==> src/cth_defs.svh <==
`ifndef CTH_DEFS_SVH
`define CTH_DEFS_SVH

// Register offsets
`define CTH_ADDR_W              7
`define CTH_OFS_HARDWARE_CONTROL         7'h02
`define CTH_OFS_TXTO_CTRL       7'h03
`define CTH_OFS_SUPPLY_CTRL     7'h04
`define CTH_OFS_SWK_CTRL1       7'h05

// Reset values
`define CTH_RST_HARDWARE_CONTROL         8'he1
`define CTH_RST_TXTO_CTRL       8'h01
`define CTH_RST_SUPPLY_CTRL     8'hcc
`define CTH_RST_SWK_CTRL1       8'h00

// Field positions
`define CTH_BIT_SLEEP_UV_EN     7
`define CTH_BIT_LW_FALL_EN      6
`define CTH_BIT_LW_RISE_EN      5
`define CTH_BIT_WAKE_TOGGLE     1
`define CTH_BIT_BAT_CONNECTED   0
`define CTH_TXTO_MSB            2
`define CTH_TXTO_LSB            0
`define CTH_IO_UV_MSB           7
`define CTH_IO_UV_LSB           4
`define CTH_CORE_UV_MSB         3
`define CTH_CORE_UV_LSB         0
`define CTH_BIT_CFG_VALID       0

// Transmit timeout codes
`define CTH_TXTO_CODE_1_4MS     3'h1
`define CTH_TXTO_CODE_2_8MS     3'h2
`define CTH_TXTO_CODE_5_10MS    3'h3
`define CTH_TXTO_CODE_OFF       3'h4

// Timing
`define CTH_CLK_HZ              40000000
`define CTH_UV_STEP_MS          100
`define CTH_TXTO_1_4_US         2000
`define CTH_TXTO_2_8_US         4000
`define CTH_TXTO_5_10_US        7000
`define CTH_RXD_TOGGLE_NS       1000
`define CTH_CLK_PERIOD_NS       25
`define CTH_UV_STEP_W           22
`define CTH_TXTO_CNT_W          19

`endif

==> src/cth_pkg.sv <==
`default_nettype none

package cth_pkg;

  typedef enum logic {
    CTH_MODE_NORMAL,
    CTH_MODE_SLEEP
  } cth_mode_type;

  typedef logic [3:0] cth_uv_code_type;

endpackage

`default_nettype wire

==> src/cth_uv_if.sv <==
`timescale 1ns/1ps
`default_nettype none

interface cth_uv_if;
  logic                     uv;
  cth_pkg::cth_uv_code_type code;
  logic                     expired;

  modport owner (output uv, output code, input expired);
  modport timer (input uv, input code, output expired);
endinterface

`default_nettype wire

==> src/cth_hw_config_regs.sv <==
`timescale 1ns/1ps
`default_nettype none

`include "cth_defs.svh"

// Overview of operation
// Enable bit lets lasting core undervoltage plus bus silence force sleep.
// Falling edges on the local wake input wake only when enabled.
// Rising edges on the local wake input wake only when enabled.
// After a wake, receive output toggles if enabled, else held low.
// Battery bit clear: inhibit stays on, battery uv and local wake off.
// Battery bit set: inhibit off in sleep, battery uv and local wake on.
// Three-bit code selects dominant transmit timeout, or disables it.
// Upper nibble selects I/O undervoltage time, n times 100 ms.
// Lower nibble selects core undervoltage time, n times 100 ms.
// Undervoltage times may deviate forty percent from nominal.
// Configuration valid bit is set by host after configuring.
// Internal sleep entry wins over host mode requests.
// Reserved bits store and return written value, no effect.
// Unlisted timeout and timer codes are unsupported, act as disabled.
module cth_hw_config_regs #(
  parameter int unsigned UV_STEP_CYCLES =
    32'(64'(`CTH_UV_STEP_MS) * `CTH_CLK_HZ / 1000),
  parameter int unsigned TXTO_1_4_CYCLES =
    32'(`CTH_TXTO_1_4_US * (`CTH_CLK_HZ / 1000000)),
  parameter int unsigned TXTO_2_8_CYCLES =
    32'(`CTH_TXTO_2_8_US * (`CTH_CLK_HZ / 1000000)),
  parameter int unsigned TXTO_5_10_CYCLES =
    32'(`CTH_TXTO_5_10_US * (`CTH_CLK_HZ / 1000000))
) (
  input  wire logic                   i_sys_clk,
  input  wire logic                   i_rst_n,
  input  wire logic                   i_reg_wr,
  input  wire logic [`CTH_ADDR_W-1:0] i_reg_addr,
  input  wire logic [7:0]             i_reg_wdata,
  output logic      [7:0]             o_reg_rdata,
  input  wire logic                   i_mode_req_valid,
  input  wire logic                   i_mode_req_sleep,
  input  wire logic                   i_core_uv,
  input  wire logic                   i_io_uv,
  input  wire logic                   i_silence_expired,
  input  wire logic                   i_local_wake,
  input  wire logic                   i_bus_wake_pattern,
  input  wire logic                   i_txd,
  input  wire logic                   i_bus_rx,
  output logic                        o_transmit_timeout_select_bus,
  output logic                        o_rxd,
  output logic                        o_sleep,
  output logic                        o_inhibit_output,
  output logic                        o_battery_undervoltage_detect,
  output logic                        o_local_wake_detect,
  output logic                        o_wake_event,
  output logic                        o_txd_timeout,
  output logic                        o_io_uv_expired,
  output logic                        o_selective_wake_config_valid
);

  localparam int unsigned RXD_TOGGLE_CYCLES =
    `CTH_RXD_TOGGLE_NS / `CTH_CLK_PERIOD_NS;

  logic [7:0] hardware_control_q;
  logic [7:0] txto_ctrl_q;
  logic [7:0] supply_ctrl_q;
  logic [7:0] swk_ctrl1_q;
  logic [7:0] rdata_q;

  cth_pkg::cth_mode_type mode_q;
  logic                  local_wake_prev_q;
  logic                  wake_pending_q;
  logic                  rxd_wake_q;
  logic [5:0]            rxd_div_q;
  logic [`CTH_TXTO_CNT_W-1:0] txto_cnt_q;
  logic                  txto_q;

  logic sleep_uv_en;
  logic lw_fall_en;
  logic lw_rise_en;
  logic wake_toggle_en;
  logic bat_connected;
  logic [2:0] txto_sel;
  logic [`CTH_TXTO_CNT_W-1:0] txto_limit;
  logic txto_enabled;
  logic uv_sleep_entry;
  logic local_wake_hit;
  logic wake_hit;

  cth_uv_if core_uv_bus ();
  cth_uv_if io_uv_bus ();

  assign sleep_uv_en    = hardware_control_q[`CTH_BIT_SLEEP_UV_EN];
  assign lw_fall_en     = hardware_control_q[`CTH_BIT_LW_FALL_EN];
  assign lw_rise_en     = hardware_control_q[`CTH_BIT_LW_RISE_EN];
  assign wake_toggle_en = hardware_control_q[`CTH_BIT_WAKE_TOGGLE];
  assign bat_connected  = hardware_control_q[`CTH_BIT_BAT_CONNECTED];
  assign txto_sel       = txto_ctrl_q[`CTH_TXTO_MSB:`CTH_TXTO_LSB];

  //////////////////////////////////////////////////////////////////////////
  // Register file

  // Whole bytes are stored so reserved bits read back as written
  always_ff @(posedge i_sys_clk) begin
    if (!i_rst_n) begin
      hardware_control_q     <= `CTH_RST_HARDWARE_CONTROL;
      txto_ctrl_q   <= `CTH_RST_TXTO_CTRL;
      supply_ctrl_q <= `CTH_RST_SUPPLY_CTRL;
      swk_ctrl1_q   <= `CTH_RST_SWK_CTRL1;
    end else if (i_reg_wr) begin
      case (i_reg_addr)
        `CTH_OFS_HARDWARE_CONTROL:     hardware_control_q     <= i_reg_wdata;
        `CTH_OFS_TXTO_CTRL:   txto_ctrl_q   <= i_reg_wdata;
        `CTH_OFS_SUPPLY_CTRL: supply_ctrl_q <= i_reg_wdata;
        `CTH_OFS_SWK_CTRL1:   swk_ctrl1_q   <= i_reg_wdata;
        default: ;
      endcase
    end
  end

  always_ff @(posedge i_sys_clk) begin
    if (!i_rst_n) begin
      rdata_q <= 8'h00;
    end else begin
      case (i_reg_addr)
        `CTH_OFS_HARDWARE_CONTROL:     rdata_q <= hardware_control_q;
        `CTH_OFS_TXTO_CTRL:   rdata_q <= txto_ctrl_q;
        `CTH_OFS_SUPPLY_CTRL: rdata_q <= supply_ctrl_q;
        `CTH_OFS_SWK_CTRL1:   rdata_q <= swk_ctrl1_q;
        default:              rdata_q <= 8'h00;
      endcase
    end
  end

  assign o_reg_rdata = rdata_q;
  assign o_selective_wake_config_valid =
    swk_ctrl1_q[`CTH_BIT_CFG_VALID];

  //////////////////////////////////////////////////////////////////////////
  // Supply undervoltage timers

  // Nominal steps sit well inside the forty percent window
  assign core_uv_bus.uv   = i_core_uv;
  assign core_uv_bus.code =
    supply_ctrl_q[`CTH_CORE_UV_MSB:`CTH_CORE_UV_LSB]; // see R9
  assign io_uv_bus.uv     = i_io_uv;
  assign io_uv_bus.code   =
    supply_ctrl_q[`CTH_IO_UV_MSB:`CTH_IO_UV_LSB]; // see R8

  cth_uv_timer #(
    .STEP_CYCLES (UV_STEP_CYCLES)
  ) u_core_uv_timer (
    .i_sys_clk (i_sys_clk),
    .i_rst_n   (i_rst_n),
    .uv_bus    (core_uv_bus)
  );

  cth_uv_timer #(
    .STEP_CYCLES (UV_STEP_CYCLES)
  ) u_io_uv_timer (
    .i_sys_clk (i_sys_clk),
    .i_rst_n   (i_rst_n),
    .uv_bus    (io_uv_bus)
  );

  assign o_io_uv_expired = io_uv_bus.expired;

  //////////////////////////////////////////////////////////////////////////
  // Operating mode

  assign uv_sleep_entry = sleep_uv_en && core_uv_bus.expired &&
                          i_silence_expired;

  always_ff @(posedge i_sys_clk) begin
    if (!i_rst_n) begin
      mode_q <= cth_pkg::CTH_MODE_NORMAL;
    end else begin
      case (mode_q)
        cth_pkg::CTH_MODE_NORMAL: begin
          // Internal entry is checked first so a host request cannot veto it
          if (uv_sleep_entry) begin
            mode_q <= cth_pkg::CTH_MODE_SLEEP;
          end else if (i_mode_req_valid && i_mode_req_sleep) begin
            mode_q <= cth_pkg::CTH_MODE_SLEEP;
          end
        end
        cth_pkg::CTH_MODE_SLEEP: begin
          if (i_mode_req_valid && !i_mode_req_sleep) begin
            mode_q <= cth_pkg::CTH_MODE_NORMAL;
          end
        end
        default: mode_q <= cth_pkg::CTH_MODE_NORMAL;
      endcase
    end
  end

  assign o_sleep = (mode_q == cth_pkg::CTH_MODE_SLEEP);
  assign o_inhibit_output = !(o_sleep && bat_connected); // see R5
  assign o_battery_undervoltage_detect = bat_connected; // see R5
  assign o_local_wake_detect = bat_connected; // see R5

  //////////////////////////////////////////////////////////////////////////
  // Wake detection and receive pin signalling

  always_ff @(posedge i_sys_clk) begin
    if (!i_rst_n) begin
      local_wake_prev_q <= 1'b1;
    end else begin
      local_wake_prev_q <= i_local_wake;
    end
  end

  assign local_wake_hit = bat_connected &&
    ((lw_fall_en && local_wake_prev_q && !i_local_wake) ||
     (lw_rise_en && !local_wake_prev_q && i_local_wake));
  assign wake_hit = o_sleep && (local_wake_hit || i_bus_wake_pattern);
  assign o_wake_event = wake_hit;

  // Pending wake ends only when the host leaves sleep
  always_ff @(posedge i_sys_clk) begin
    if (!i_rst_n || !o_sleep) begin
      wake_pending_q <= 1'b0;
    end else if (wake_hit) begin
      wake_pending_q <= 1'b1;
    end
  end

  always_ff @(posedge i_sys_clk) begin
    if (!i_rst_n || !wake_pending_q) begin
      rxd_div_q  <= 6'h00;
      rxd_wake_q <= 1'b0;
    end else if (wake_toggle_en) begin
      if (rxd_div_q == 6'(RXD_TOGGLE_CYCLES - 1)) begin
        rxd_div_q  <= 6'h00;
        rxd_wake_q <= !rxd_wake_q;
      end else begin
        rxd_div_q <= rxd_div_q + 6'h01;
      end
    end else begin
      rxd_wake_q <= 1'b0;
    end
  end

  assign o_rxd = wake_pending_q ? rxd_wake_q :
                 (o_sleep ? 1'b1 : i_bus_rx);

  //////////////////////////////////////////////////////////////////////////
  // Transmit dominant timeout

  always_comb begin
    txto_enabled = 1'b1;
    case (txto_sel)
      `CTH_TXTO_CODE_1_4MS:  txto_limit = `CTH_TXTO_CNT_W'(TXTO_1_4_CYCLES);
      `CTH_TXTO_CODE_2_8MS:  txto_limit = `CTH_TXTO_CNT_W'(TXTO_2_8_CYCLES);
      `CTH_TXTO_CODE_5_10MS: txto_limit = `CTH_TXTO_CNT_W'(TXTO_5_10_CYCLES);
      default: begin
        txto_limit   = '0;
        txto_enabled = 1'b0; // see R7
      end
    endcase
  end

  // Released by a recessive transmit level, by sleep or by a disabled code, as a stuck pin must not
  // keep the bus dominant
  always_ff @(posedge i_sys_clk) begin
    if (!i_rst_n || i_txd || o_sleep || !txto_enabled) begin
      txto_cnt_q <= '0;
      txto_q     <= 1'b0;
    end else if (txto_cnt_q == txto_limit - `CTH_TXTO_CNT_W'(1)) begin
      txto_q <= 1'b1;
    end else begin
      txto_cnt_q <= txto_cnt_q + `CTH_TXTO_CNT_W'(1);
    end
  end

  assign o_txd_timeout = txto_q;
  assign o_transmit_timeout_select_bus  = o_sleep || txto_q || i_txd;

endmodule

`default_nettype wire

==> src/cth_uv_timer.sv <==
`timescale 1ns/1ps
`default_nettype none

`include "cth_defs.svh"

module cth_uv_timer #(
  parameter int unsigned STEP_CYCLES = 4000000
) (
  input  wire logic i_sys_clk,
  input  wire logic i_rst_n,
  cth_uv_if.timer   uv_bus
);

  localparam logic [`CTH_UV_STEP_W-1:0] STEP_LAST =
    `CTH_UV_STEP_W'(STEP_CYCLES - 1);

  logic [`CTH_UV_STEP_W-1:0] step_cnt_q;
  logic [3:0]                steps_q;

  // Whole 100 ms steps are counted so no wide multiply is needed
  always_ff @(posedge i_sys_clk) begin
    if (!i_rst_n || !uv_bus.uv) begin
      step_cnt_q <= '0;
      steps_q    <= 4'h0;
    end else if (steps_q != uv_bus.code) begin
      if (step_cnt_q == STEP_LAST) begin
        step_cnt_q <= '0;
        steps_q    <= steps_q + 4'h1;
      end else begin
        step_cnt_q <= step_cnt_q + `CTH_UV_STEP_W'(1);
      end
    end
  end

  // Code zero is unsupported and never expires
  assign uv_bus.expired = uv_bus.uv && (uv_bus.code != 4'h0) &&
                          (steps_q == uv_bus.code); // see R8

endmodule

`default_nettype wire

==> config.mk <==
export PLATFORM = sky130hd
export DESIGN_NAME = cth_hw_config_regs
export DESIGN_NICKNAME = d
export VERILOG_FILES = /design/src/cth_pkg.sv /design/src/cth_uv_if.sv /design/src/cth_hw_config_regs.sv /design/src/cth_uv_timer.sv
export VERILOG_INCLUDE_DIRS = /design/src
export SDC_FILE = /design/constraint.sdc
export NUM_CORES = 1
export LEC_CHECK = 0
export BUFFER_PORTS_ARGS = -buffer_cell sky130_fd_sc_hd__buf_4
export CAP_MARGIN = 10
export CORE_MARGIN = 8
export CORE_UTILIZATION = 55
export DETAILED_ROUTE_END_ITERATION = 12
export GPL_TIMING_DRIVEN = 0
export HOLD_SLACK_MARGIN = 0.06
export PLACE_DENSITY = 0.76
export SYNTH_ARGS = -nofsm -noshare
export SYNTH_HDL_FRONTEND = slang
export SYNTH_SLANG_ARGS = --single-unit
==> constraint.sdc <==
create_clock -name i_sys_clk -period 4 [get_ports i_sys_clk]
set_input_delay 0.6 -clock i_sys_clk [delete_from_list [all_inputs] [get_ports i_sys_clk]]
set_output_delay 0.6 -clock i_sys_clk [all_outputs]
set_load 0.05 [all_outputs]
## After elaboration in Yosys (flattened, before gate mapping)

Index checks and enable logic that the tools add are counted.

- $add $sub $neg: 7
- Equality and inequality tests: 15
- Muxes and demuxes: 12
- Bitwise gates (word level): 2
- Reductions and logical operators: 47

Operators by type and width:

| kind | count |
|---|---|
| $pmux 19 s3 | 1 |
| $add 22x1->22 const B | 2 |
| $eq 22x22->1 const B | 2 |
| $mux 22 | 2 |
| $pmux 8 s4 | 1 |
| $add 19x1->19 const B | 1 |
| $eq 19x19->1 | 1 |
| $sub 19x1->19 const B | 1 |
| $logic_and 1x1->1 | 15 |
| $eq 7x2->1 const B | 2 |
| $eq 7x3->1 const B | 2 |
| $reduce_and 2->1 | 6 |
| $logic_not 1->1 | 11 |
| $logic_or 1x1->1 | 11 |
| $add 4x1->4 const B | 2 |
| $eq 4x4->1 | 2 |
| $ne 4x4->1 | 2 |
| $reduce_bool 4->1 | 2 |
| $add 6x1->6 const B | 1 |
| $eq 3x2->1 const B | 2 |
| $eq 6x6->1 const B | 1 |
| $mux 1 | 6 |
| $mux 6 | 1 |
| $eq 3x1->1 const B | 1 |
| other kinds (4) | 5 |

- Bits in registers: 122
- Bits of input ports: 27
- Output and inout bits: 18
- Logic and storage cells: 99

## Logic depth before layout (Yosys ltp)

Gate-level depths: netlist of run 1.

- Depth in word-level cells: 7
- Mapped depth: 15
- Gate-level depth less buffers: 10

## Hierarchy

A second synthesis of run 1 with hierarchy kept.

- Cell total of the unflattened synthesis: 712
- Area, all modules: 6164.7 sq um

Modules (own cells, without submodules):

| module | instances | cells an instance | area each (sq um) | sequential area each (sq um) |
|---|---|---|---|---|
| cth_hw_config_regs | 1 | 406 | 3342.0 | 1401.3 |
| cth_uv_timer | 2 | 153 | 1411.4 | 520.5 |

## Worst setup path before layout of run 1

OpenSTA, ideal clock, no wires.

- Kind: register to register
- Start point: register txto_ctrl_q[0]
- End point: register txto_cnt_q[1]
- Library setup time: 128 ps
- Arrival time: 2722 ps
- Required time: 3872 ps
- Setup slack: 1150 ps
- Stages on the path, launching flop included: 16
- Buffers on the path: 5
- Clock period less this slack: 2850 ps
- Cells stage by stage: dfxtp_1 > buf_2 > and2b_1 > nand2_1 > ha_1 > ha_1 > buf_2 > xnor2_1 > o311a_1 > o32ai_1 > and4_1 > buf_4 > buf_6 > buf_6 > mux2i_1 > nor2_1

- Cells in the longest elaborated chain, start to end: 5
- Elaborated cells between the ends (all ways): 10
- Those cells by class: add/sub (1); eq/ne (4); mux (2); reduce/logical (3)

Ends and longest elaborated chain:

| what | RTL line | RTL |
|---|---|---|
| start: declaration | cth_hw_config_regs.sv:62 | `logic [7:0] txto_ctrl_q;` |
| start signal: assignment | cth_hw_config_regs.sv:104 | `` txto_ctrl_q <= `CTH_RST_TXTO_CTRL; `` |
| start signal: assignment | cth_hw_config_regs.sv:110 | `` `CTH_OFS_TXTO_CTRL: txto_ctrl_q <= i_reg_wdata; `` |
| branches (longest 5 deep; another with $sub 19x1->19) | - |  |
| end signal: assignment | cth_hw_config_regs.sv:269 | `` txto_cnt_q <= txto_cnt_q + `CTH_TXTO_CNT_W'(1); `` |
| end: declaration | cth_hw_config_regs.sv:72 | `` logic [`CTH_TXTO_CNT_W-1:0] txto_cnt_q; `` |

Several ways; the timed one is not identified.
A chain may end at the register's enable or synchronous reset.

## Worst setup path after layout of run 1

- Start point: register supply_ctrl_q[4]
- End point: output port o_io_uv_expired

- Cells in the longest elaborated chain, start to end: 3
- Elaborated cells between the ends (all ways): 4
- Those cells by class: eq/ne (1); reduce/logical (3)

Ends and longest elaborated chain:

| what | RTL line | RTL |
|---|---|---|
| start: declaration | cth_hw_config_regs.sv:63 | `logic [7:0] supply_ctrl_q;` |
| start signal: assignment | cth_hw_config_regs.sv:105 | `` supply_ctrl_q <= `CTH_RST_SUPPLY_CTRL; `` |
| start signal: assignment | cth_hw_config_regs.sv:111 | `` `CTH_OFS_SUPPLY_CTRL: supply_ctrl_q <= i_reg_wdata; `` |
| $reduce_bool 4->1 | cth_uv_timer.sv:36 | `assign uv_bus.expired = uv_bus.uv && (uv_bus.code != 4'h0) &&` |
| $logic_and 1x1->1 | cth_uv_timer.sv:36 |  |
| $logic_and 1x1->1 * | cth_uv_timer.sv:36 |  |
| end: declaration | cth_hw_config_regs.sv:54 | `output logic o_io_uv_expired,` |

Mark *: on every way between the ends. The rest lies on a longest branch, timed or not.

==> flow_summary.json, run 1 <==
{
  "insertion_delay_ns": 0.53,
  "antenna_found_initial": 0,
  "drt-pass1-iter-count": 6,
  "yosysTopAreaCell": "dfxtp_1",
  "syn-num-nets": 727,
  "final_cell_mix": "dfxtp_1 (122), nand2_1 (94), nor2_1 (65)",
  "dieArea_mm2": 0.0141,
  "holdWs_ns": 0.268,
  "critical_path_arrival_ns": 2.64,
  "synth_flop_cell": "dfxtp_1",
  "hold_path.class": "in2reg",
  "maxClockFrequency_ghz": 0.309,
  "core_area_mm2": 0.0103,
  "avgViaCountPerCell": 5.74,
  "utilization_pct": 66.4,
  "multi_input_area_mm2": 0.00319,
  "vias": 5166,
  "die_h_um": 119,
  "cap_viol_max_count": 0,
  "die_width_um": 119,
  "fin_crit_sh_pct": 80.9,
  "grt_usage_pct": 19.9,
  "cts_root_buf": "clkbuf_8",
  "synth_top_area_share_pct": 41.9,
  "slowest_delay_ns": 0.74,
  "clkSinkCount": 122,
  "synth_area_leaders": "dfxtp_1 (42%), nand2_1 (6.1%), nand3_1 (5.1%)",
  "path_clk_slew_ns": 0.05,
  "postRouteWirelength_mm": 13.8,
  "clockBufferDepth": 2,
  "hold_viol_final": 0,
  "grt_pass1_wl_mm": 23.3,
  "cp_slowest_cell": "nor4_1",
  "io_buffer_count": 44,
  "grt-ovfl-total": 0,
  "grt_pass1_vias": 5131,
  "ys_seq_area_share_pct": 41.9,
  "globalplace.congestion": 0.861,
  "power_leakage_nw": 2.39,
  "dpl.hpwl_mm": 9.81,
  "cp-start-kind": "flop",
  "slew_violations": 0,
  "cp_cell_sequence": "xor2_1, nor4_1, clkbuf_1, and3_1, buf_4",
  "ctsResizeCount": 0,
  "postSynthAreaPerCell_um2": 8.42,
  "post-cts-setup-buffers": 0,
  "cts-buffers-inserted": 17,
  "outcome": "completed",
  "fin_skew_ns": 0.00640,
  "ant_nets": 0,
  "tightest_slew_ns": 0.846,
  "yosys.cell_types.count": 58,
  "rsz0062_at_grt": "no",
  "setup_viol": 0,
  "initial_core_util_pct": 56.5,
  "cts.htree.levels": 4,
  "rows": 37,
  "synthToLayoutAreaGrowth_pct": 17.6,
  "hold_buffers": 0,
  "cts_tree": "built",
  "netlist_area_mm2": 0.00583,
  "drc": 0,
  "cp-end-kind": "output pin",
  "ioPinCount": 45,
  "final_layout_size_suffix_gt1_share_pct": 12.8,
  "slew_headroom_pct": 43.1,
  "path_class": "reg2out",
  "worstPathMaxFanout": 10,
  "regArea_mm2": 0.00244,
  "synthArstFlopShare_pct": 0,
  "fillers": 832,
  "synth_edf_count": 0,
  "routedWlPerCell_um": 15.4,
  "ys_seq_elements": 122,
  "syn_inst": 692,
  "min_period_ns": 3.24,
  "fin_tns_setup_ns": 0,
  "yosysWarnings": 0,
  "nets": 790,
  "cp.required_ns": 3.40,
  "peakVddDrop_mv": 0.281,
  "diodes": 0,
  "grt_max_degree": 17,
  "final_common_cell": "dfxtp_1",
  "drtIter0Drc": 510,
  "p_per_area_mw_per_mm2": 394
}
==> layer usage <==
metal	wire, um	up-vias	track usage, %
met5	0	-	0
met4	197	0	7.59
met3	863	22	6.42
met2	6570	162	32.8
met1	6200	2414	23.7
li1	-	2568	-
==> registers in the layout, summed over array words and instances (netlist names), 4 cells and up <==
signal / cells
rxd_div_q: 6
swk_ctrl1_q: 8
u_core_uv_timer.step_cnt_q: 22
txto_cnt_q: 19
u_io_uv_timer.step_cnt_q: 22
txto_ctrl_q: 8
u_io_uv_timer.steps_q: 4
o_reg_rdata: 8
supply_ctrl_q: 8
u_core_uv_timer.steps_q: 4
hardware_control_q: 8
==> critical path: cells and delay by family (launching register included) <==
kind | cells | cell delay [ns]
DFF | 1 | 0.35
and+or+nand+nor | 2 | 0.98
buffers and inverters | 2 | 0.61
xor gates and xnor gates | 1 | 0.17
==> cell type report <==
cell class | instances | share of cell area (%)
multi-input cells | 528 | 46.5
inverters | 9 | 0.493
repair buffers | 44 | 4.82
clock buffers | 26 | 7.55
clock inverters | 2 | 0.146
well taps | 136 | 2.48
plain buffers | 33 | 2.43
flip-flops and latches | 122 | 35.6
==> cell usage after synthesis (6+ instances only) <==
cell type / count
a21boi_0: 19
a21oi_1: 31
a22oi_1: 16
and2_1: 9
and3_1: 9
and4_1: 6
buf_2: 7
clkbuf_1: 19
dfxtp_1: 122
ha_1: 8
inv_1: 9
nand2_1: 94
nand2b_1: 8
nand3_1: 59
nand4_1: 12
nor2_1: 65
nor3_1: 13
nor4_1: 7
o21ai_0: 12
o31ai_1: 7
or3_1: 15
or4_1: 14
xnor2_1: 28
xor2_1: 33
==> report_power, final <==
group | switching [W] | internal (W) | leakage, nW
clock | 0.000508 | 0.000860 | 0.265
combinational | 0.0000633 | 0.0000407 | 1.14
sequential | 0.00000599 | 0.00122 | 0.984
total | 0.000577 | 0.00212 | 2.39
==> stage by stage <==
stage / setup slack (ns) / instances / total power [W] / cell area (um2)
6_report: 0.762 / 900 / 0.00270 / 6860
5_1_grt: 0.560 / 900 / 0.00278 / 6860
4_1_cts: 0.749 / 900 / 0.00271 / 6860
3_5_place_dp: 0.819 / 872 / 0.00136 / 6330
3_3_place_gp: 0.887 / 872 / 0.00135 / 6330
2_1_floorplan: 1.15 / 692 / 0.00131 / 5830
==> cell families (layout without fill, tap and decap cells) <==
group	Yosys count	in the layout	synth area share, %
AOI/OAI and AO/OA	113	113	12.7
adders and majority gates	8	8	1.72
DFF	122	122	41.9
and+or+nand+nor	340	340	30.0
muxes	6	6	1.05
xor gates and xnor gates	61	61	9.17
buffers and inverters	42	114	3.43
==> final timing paths <==
check,cells after the start,from,endpoint,slack (ns)
setup / recovery,5,supply_ctrl_q[4],o_io_uv_expired,0.76
hold / removal,2,i_local_wake,local_wake_prev_q,0.27
setup reg to reg,15,txto_ctrl_q[0],txto_cnt_q[1],0.78
hold reg to reg,2,hardware_control_q[4],hardware_control_q[4],0.46
Note: power is estimated with default switching activity, not from simulation.
==> inputs of run 2 (changes only) <==
Settings changed: CORE_UTILIZATION 55 to 54, PLACE_DENSITY 0.76 to 0.78.
Clock period 4 ns to 2.75 ns, I/O delays scaled along.
==> run 2 against run 1 <==
Net effect:
- the flow now finishes with violations (setup timing)
- register-to-register slack worse by 0.86 ns
- sequential power is 46% higher
- combinational power is 48% higher
- final area is 5.8% higher
- global-route usage is 0.73 points higher
- count of clock-buffer cells in the layout is 3 lower
==> flow_summary.json, run 2 (synthesis gave the netlist of run 1 again) <==
{
  "outcome": "finished, violations left",
  "violations": "setup timing",
  "path_clk_slew_ns": 0.06,
  "io_buffer_count": 44,
  "dpl.hpwl_mm": 9.82,
  "cts.htree.levels": 4,
  "cts_tree": "built",
  "globalplace.congestion": 0.862,
  "die_h_um": 120,
  "cp-start-kind": "flop",
  "power_frac_comb_pct": 3.6,
  "vias": 5409,
  "cp-end-kind": "flop",
  "drt-pass1-iter-count": 6,
  "hold_buffers": 0,
  "final_layout_size_suffix_gt1_share_pct": 17.3,
  "p_sw_share_pct": 20.0,
  "cts-buffers-inserted": 17,
  "antenna_found_initial": 0,
  "fin_crit_sh_pct": 103,
  "drc": 0,
  "power_leakage_nw": 2.54,
  "seq_power_share_pct": 41.2,
  "stdcell_area_mm2": 0.00726,
  "power_frac_clock_pct": 55.2,
  "peakVddDrop_mv": 0.583,
  "ant_nets": 0,
  "critical_path_arrival_ns": 3.23,
  "hold_path.class": "in2reg",
  "internal-power_w": 0.00346,
  "min_period_ns": 2.83,
  "holdWs_ns": 0.0871,
  "cap_viol_max_count": 0,
  "diodes": 0,
  "synthToLayoutAreaGrowth_pct": 24.5,
  "rows": 38,
  "dieArea_mm2": 0.0144,
  "place_ws_ns": -0.246,
  "grt-ovfl-total": 0,
  "insertion_delay_ns": 0.53,
  "final_common_cell": "dfxtp_1",
  "tightest_slew_ns": 0.685,
  "slew_headroom_pct": 54.1,
  "fin_skew_ns": 0.00851,
  "cts_root_buf": "clkbuf_8",
  "p_per_area_mw_per_mm2": 597,
  "core_area_mm2": 0.0107,
  "grt_usage_pct": 20.6,
  "cp.required_ns": 3.14,
  "fin_ws_ns": -0.0847,
  "hold_viol_final": 0,
  "drt-met1-wl_mm": 6.50,
  "reg_top3": "u_core_uv_timer.step_cnt_q x22, u_io_uv_timer.step_cnt_q x22, txto_cnt_q x19",
  "clkSinkCount": 122,
  "routedWlPerCell_um": 16.1,
  "path_class": "reg2reg",
  "met2_length_mm": 7.17,
  "instances_no_fill": 921,
  "p_switching_w": 0.000866,
  "nets": 804,
  "placed_area_mm2": 0.00636,
  "slew_violations": 0,
  "rsz0062_at_grt": "yes",
  "drtIter0Drc": 553,
  "wl_met3_um": 779,
  "avgViaCountPerCell": 5.87,
  "die_width_um": 120,
  "dp.cells": 876,
  "worstPathMaxFanout": 6,
  "routed.top_layer": "met4",
  "setup_viol": 18,
  "clockBufferDepth": 2,
  "ioPinCount": 45,
  "final_cell_mix": "dfxtp_1 (119), nand2_1 (93), nor2_1 (64)",
  "grt_max_degree": 17,
  "maxClockFrequency_ghz": 0.353,
  "grt_pass1_vias": 5360,
  "postRouteWirelength_mm": 14.9,
  "grt_pass1_wl_mm": 24.3,
  "p_total_w": 0.00433,
  "initial_core_util_pct": 54.5
}
## run 2: final cells by class
type | instances | area, um2
Inverter | 9 | 33.8
Multi-Input combinational cell | 528 | 3300
Sequential cell | 122 | 2450
Fill cell | 816 | 3440
Tap cell | 140 | 175
Clock buffer | 23 | 467
Clock inverter | 8 | 165
Buffer | 30 | 170
Timing Repair Buffer | 61 | 497
## run 2: metal layers
layer,up-vias,track usage (%)
li1,2602,-
met1,2601,24.4
met2,163,33.5
met3,43,6.06
met4,0,10.1
met5,-,0
## run 2: worst paths after layout
kind / start / end / slack [ns] / depth (start not counted)
hold / removal: i_local_wake / local_wake_prev_q / 0.09 / 2
setup / recovery: txto_ctrl_q[2] / txto_cnt_q[1] / -0.08 / 13
hold reg to reg: hardware_control_q[3] / hardware_control_q[3] / 0.46 / 2
setup reg to reg: txto_ctrl_q[2] / txto_cnt_q[1] / -0.08 / 13
## run 2: worst max-delay path, stage by stage, from the launching register on
cell and delay, ns:
dfxtp_2 0.32, and2b_2 0.24, nand2_2 0.07, ha_4 0.17, ha_4 0.19, buf_6 0.13, a2111o_1 0.42, nor4_2 0.29
and4_1 0.28, buf_6 0.14, buf_8 0.11, buf_8 0.10, mux2i_1 0.17, nor2_1 0.05
## run 2: power by group through the flow
stage,registers [W],logic (W),clock network [W]
final,0.00179,0.000154,0.00239
after CTS,0.00179,0.000153,0.00241
after floorplan,0.00182,0.0000781,0
after detailed placement,0.00182,0.000150,0
after global placement,0.00182,0.000148,0
after global routing,0.00179,0.000167,0.00250
## run 2: repair_timing
item,4_1_cts,5_1_grt
buffers inserted,10,4
pin swaps,18,11
setup endpoints to repair,21,21
resized for setup,21,12
gates cloned,3,0
## run 2: stage by stage
stage	util [%]	setup TNS, ns
after CTS	67.3	-0.684
after detailed placement	59.5	-2.23
after floorplan	-	0
final	67.8	-0.785
after global routing	67.8	-3.46
after global placement	59.5	-1.25
==> inputs of run 3 (changes only) <==
Settings changed: CELL_PAD_IN_SITES_DETAIL_PLACEMENT set to 1, CELL_PAD_IN_SITES_GLOBAL_PLACEMENT set to 1, CORE_UTILIZATION 54 to 41.
==> run 3 against run 2 <==
Net effect:
- the run still ends with setup timing left
- clock skew grew 0.00075 ns
- sequential power is essentially flat
- total power down 4.3%
- die area grew 27%
- worst hold slack improved by 0.11 ns
- first-iteration DRC count down 42%
==> flow_summary.json, run 3 (synthesis gave the netlist of run 1 again) <==
{
  "outcome": "finished, violations left",
  "violations": "setup timing",
  "reg_top3": "u_core_uv_timer.step_cnt_q x22, u_io_uv_timer.step_cnt_q x22, txto_cnt_q x19",
  "ioPinCount": 45,
  "cts_tree": "built",
  "critical_path_arrival_ns": 3.22,
  "instances_no_fill": 963,
  "final_cell_mix": "dfxtp_1 (119), nand2_1 (92), nor2_1 (65)",
  "cts.htree.levels": 4,
  "antenna_found_initial": 0,
  "slew_violations": 0,
  "hold_viol_final": 0,
  "fin_crit_sh_pct": 103,
  "slew_headroom_pct": 51.6,
  "grt_usage_pct": 19.8,
  "drt-pass1-iter-count": 4,
  "fin_tns_setup_ns": -0.376,
  "p_per_area_mw_per_mm2": 570,
  "cp.required_ns": 3.12,
  "fin_skew_ns": 0.00927,
  "postRouteWirelength_mm": 18.0,
  "drtIter0Drc": 320,
  "setup_viol": 10,
  "core_area_mm2": 0.0139,
  "routedWlPerCell_um": 18.7,
  "diodes": 0,
  "drc": 0,
  "stdcell_area_mm2": 0.00726,
  "hold_path.class": "in2reg",
  "worstPathMaxFanout": 5,
  "cp-start-kind": "flop",
  "cap_viol_max_count": 0,
  "ant_nets": 0,
  "min_period_ns": 2.85,
  "power_leakage_nw": 2.52,
  "cts-buffers-inserted": 17,
  "path_class": "reg2reg",
  "dieArea_mm2": 0.0183,
  "grt_max_degree": 17,
  "synthToLayoutAreaGrowth_pct": 24.6,
  "hold_buffers": 0,
  "cts_root_buf": "clkbuf_16",
  "dp.cells": 916,
  "final_layout_size_suffix_gt1_share_pct": 18.0,
  "rsz0062_at_grt": "yes",
  "grt-ovfl-total": 0,
  "tightest_slew_ns": 0.722,
  "insertion_delay_ns": 0.43,
  "maxClockFrequency_ghz": 0.351,
  "die_width_um": 135,
  "peakVddDrop_mv": 0.420,
  "clockBufferDepth": 2,
  "final_common_cell": "dfxtp_1",
  "io_buffer_count": 44,
  "globalplace.congestion": 0.826,
  "vias": 5439,
  "initial_core_util_pct": 42.0,
  "fin_ws_ns": -0.0953,
  "clkSinkCount": 122,
  "path_clk_slew_ns": 0.06,
  "avgViaCountPerCell": 5.65,
  "cp-end-kind": "flop",
  "dpl.hpwl_mm": 11.9,
  "placed_area_mm2": 0.00641,
  "grt_pass1_vias": 5830,
  "rows": 43,
  "nets": 805,
  "grt_pass1_wl_mm": 28.8,
  "die_h_um": 135
}
==> run 3: power breakdown <==
part / switching, W / leakage, nW / total (W) / internal, W
combinational: 0.0000995 / 1.25 / 0.000160 / 0.0000604
sequential: 0.00000923 / 0.985 / 0.00179 / 0.00178
clock: 0.000803 / 0.290 / 0.00220 / 0.00139
total: 0.000912 / 2.52 / 0.00414 / 0.00323
==> run 3: path summary, 6_finish.rpt <==
check	startpoint	endpoint	slack, ns	depth (start not counted)
min	i_local_wake	local_wake_prev_q	0.19	2
max	txto_ctrl_q[2]	txto_cnt_q[13]	-0.1	13
max reg2reg	txto_ctrl_q[2]	txto_cnt_q[13]	-0.1	13
min reg2reg	swk_ctrl1_q[3]	swk_ctrl1_q[3]	0.46	2
==> run 3: layout make-up <==
| type | count | area (um2) |
|---|---|---|
| Tap cell | 180 | 225 |
| Clock inverter | 9 | 95.1 |
| Multi-Input combinational cell | 528 | 3320 |
| Buffer | 30 | 170 |
| Clock buffer | 23 | 478 |
| Timing Repair Buffer | 62 | 493 |
| Sequential cell | 122 | 2450 |
| Inverter | 9 | 33.8 |
| Fill cell | 1637 | 6620 |
==> run 3: critical path, cell delays in order, from the launching register on <==
cell     delay [ns]
dfxtp_2        0.35
and2b_2        0.25
inv_2          0.09
ha_4           0.15
ha_4           0.19
or3b_4         0.39
a21oi_2        0.14
nor4_2         0.07
and4_1         0.21
buf_6          0.14
buf_4          0.14
buf_16         0.12
or4_4          0.47
nand2_2        0.07
==> run 3: metal layers <==
metal / GRT usage (%) / vias up / routed length, um
met4: 7.40 / 0 / 323
met5: 0 / - / 0
li1: - / 2599 / -
met1: 22.4 / 2697 / 7490
met3: 5.04 / 32 / 895
met2: 35.2 / 111 / 9320
==> run 3: stage by stage <==
stage               hold slack, ns  worst slack [ns]  power, W  utilization (%)
floorplan                    0.435            0.0376   0.00190                -
global placement             0.443            -0.219   0.00197             46.2
detailed placement           0.458            -0.258   0.00198             46.2
CTS                          0.184           -0.0915   0.00416             51.7
global route                 0.196            -0.169   0.00427             52.3
finish                       0.192           -0.0953   0.00414             52.3
==> run 3: timing repair <==
action	4_1_cts	5_1_grt
gates cloned	2	0
setup endpoints to repair	21	21
setup buffers	10	6
gates resized for setup	21	17
pin swaps	27	18
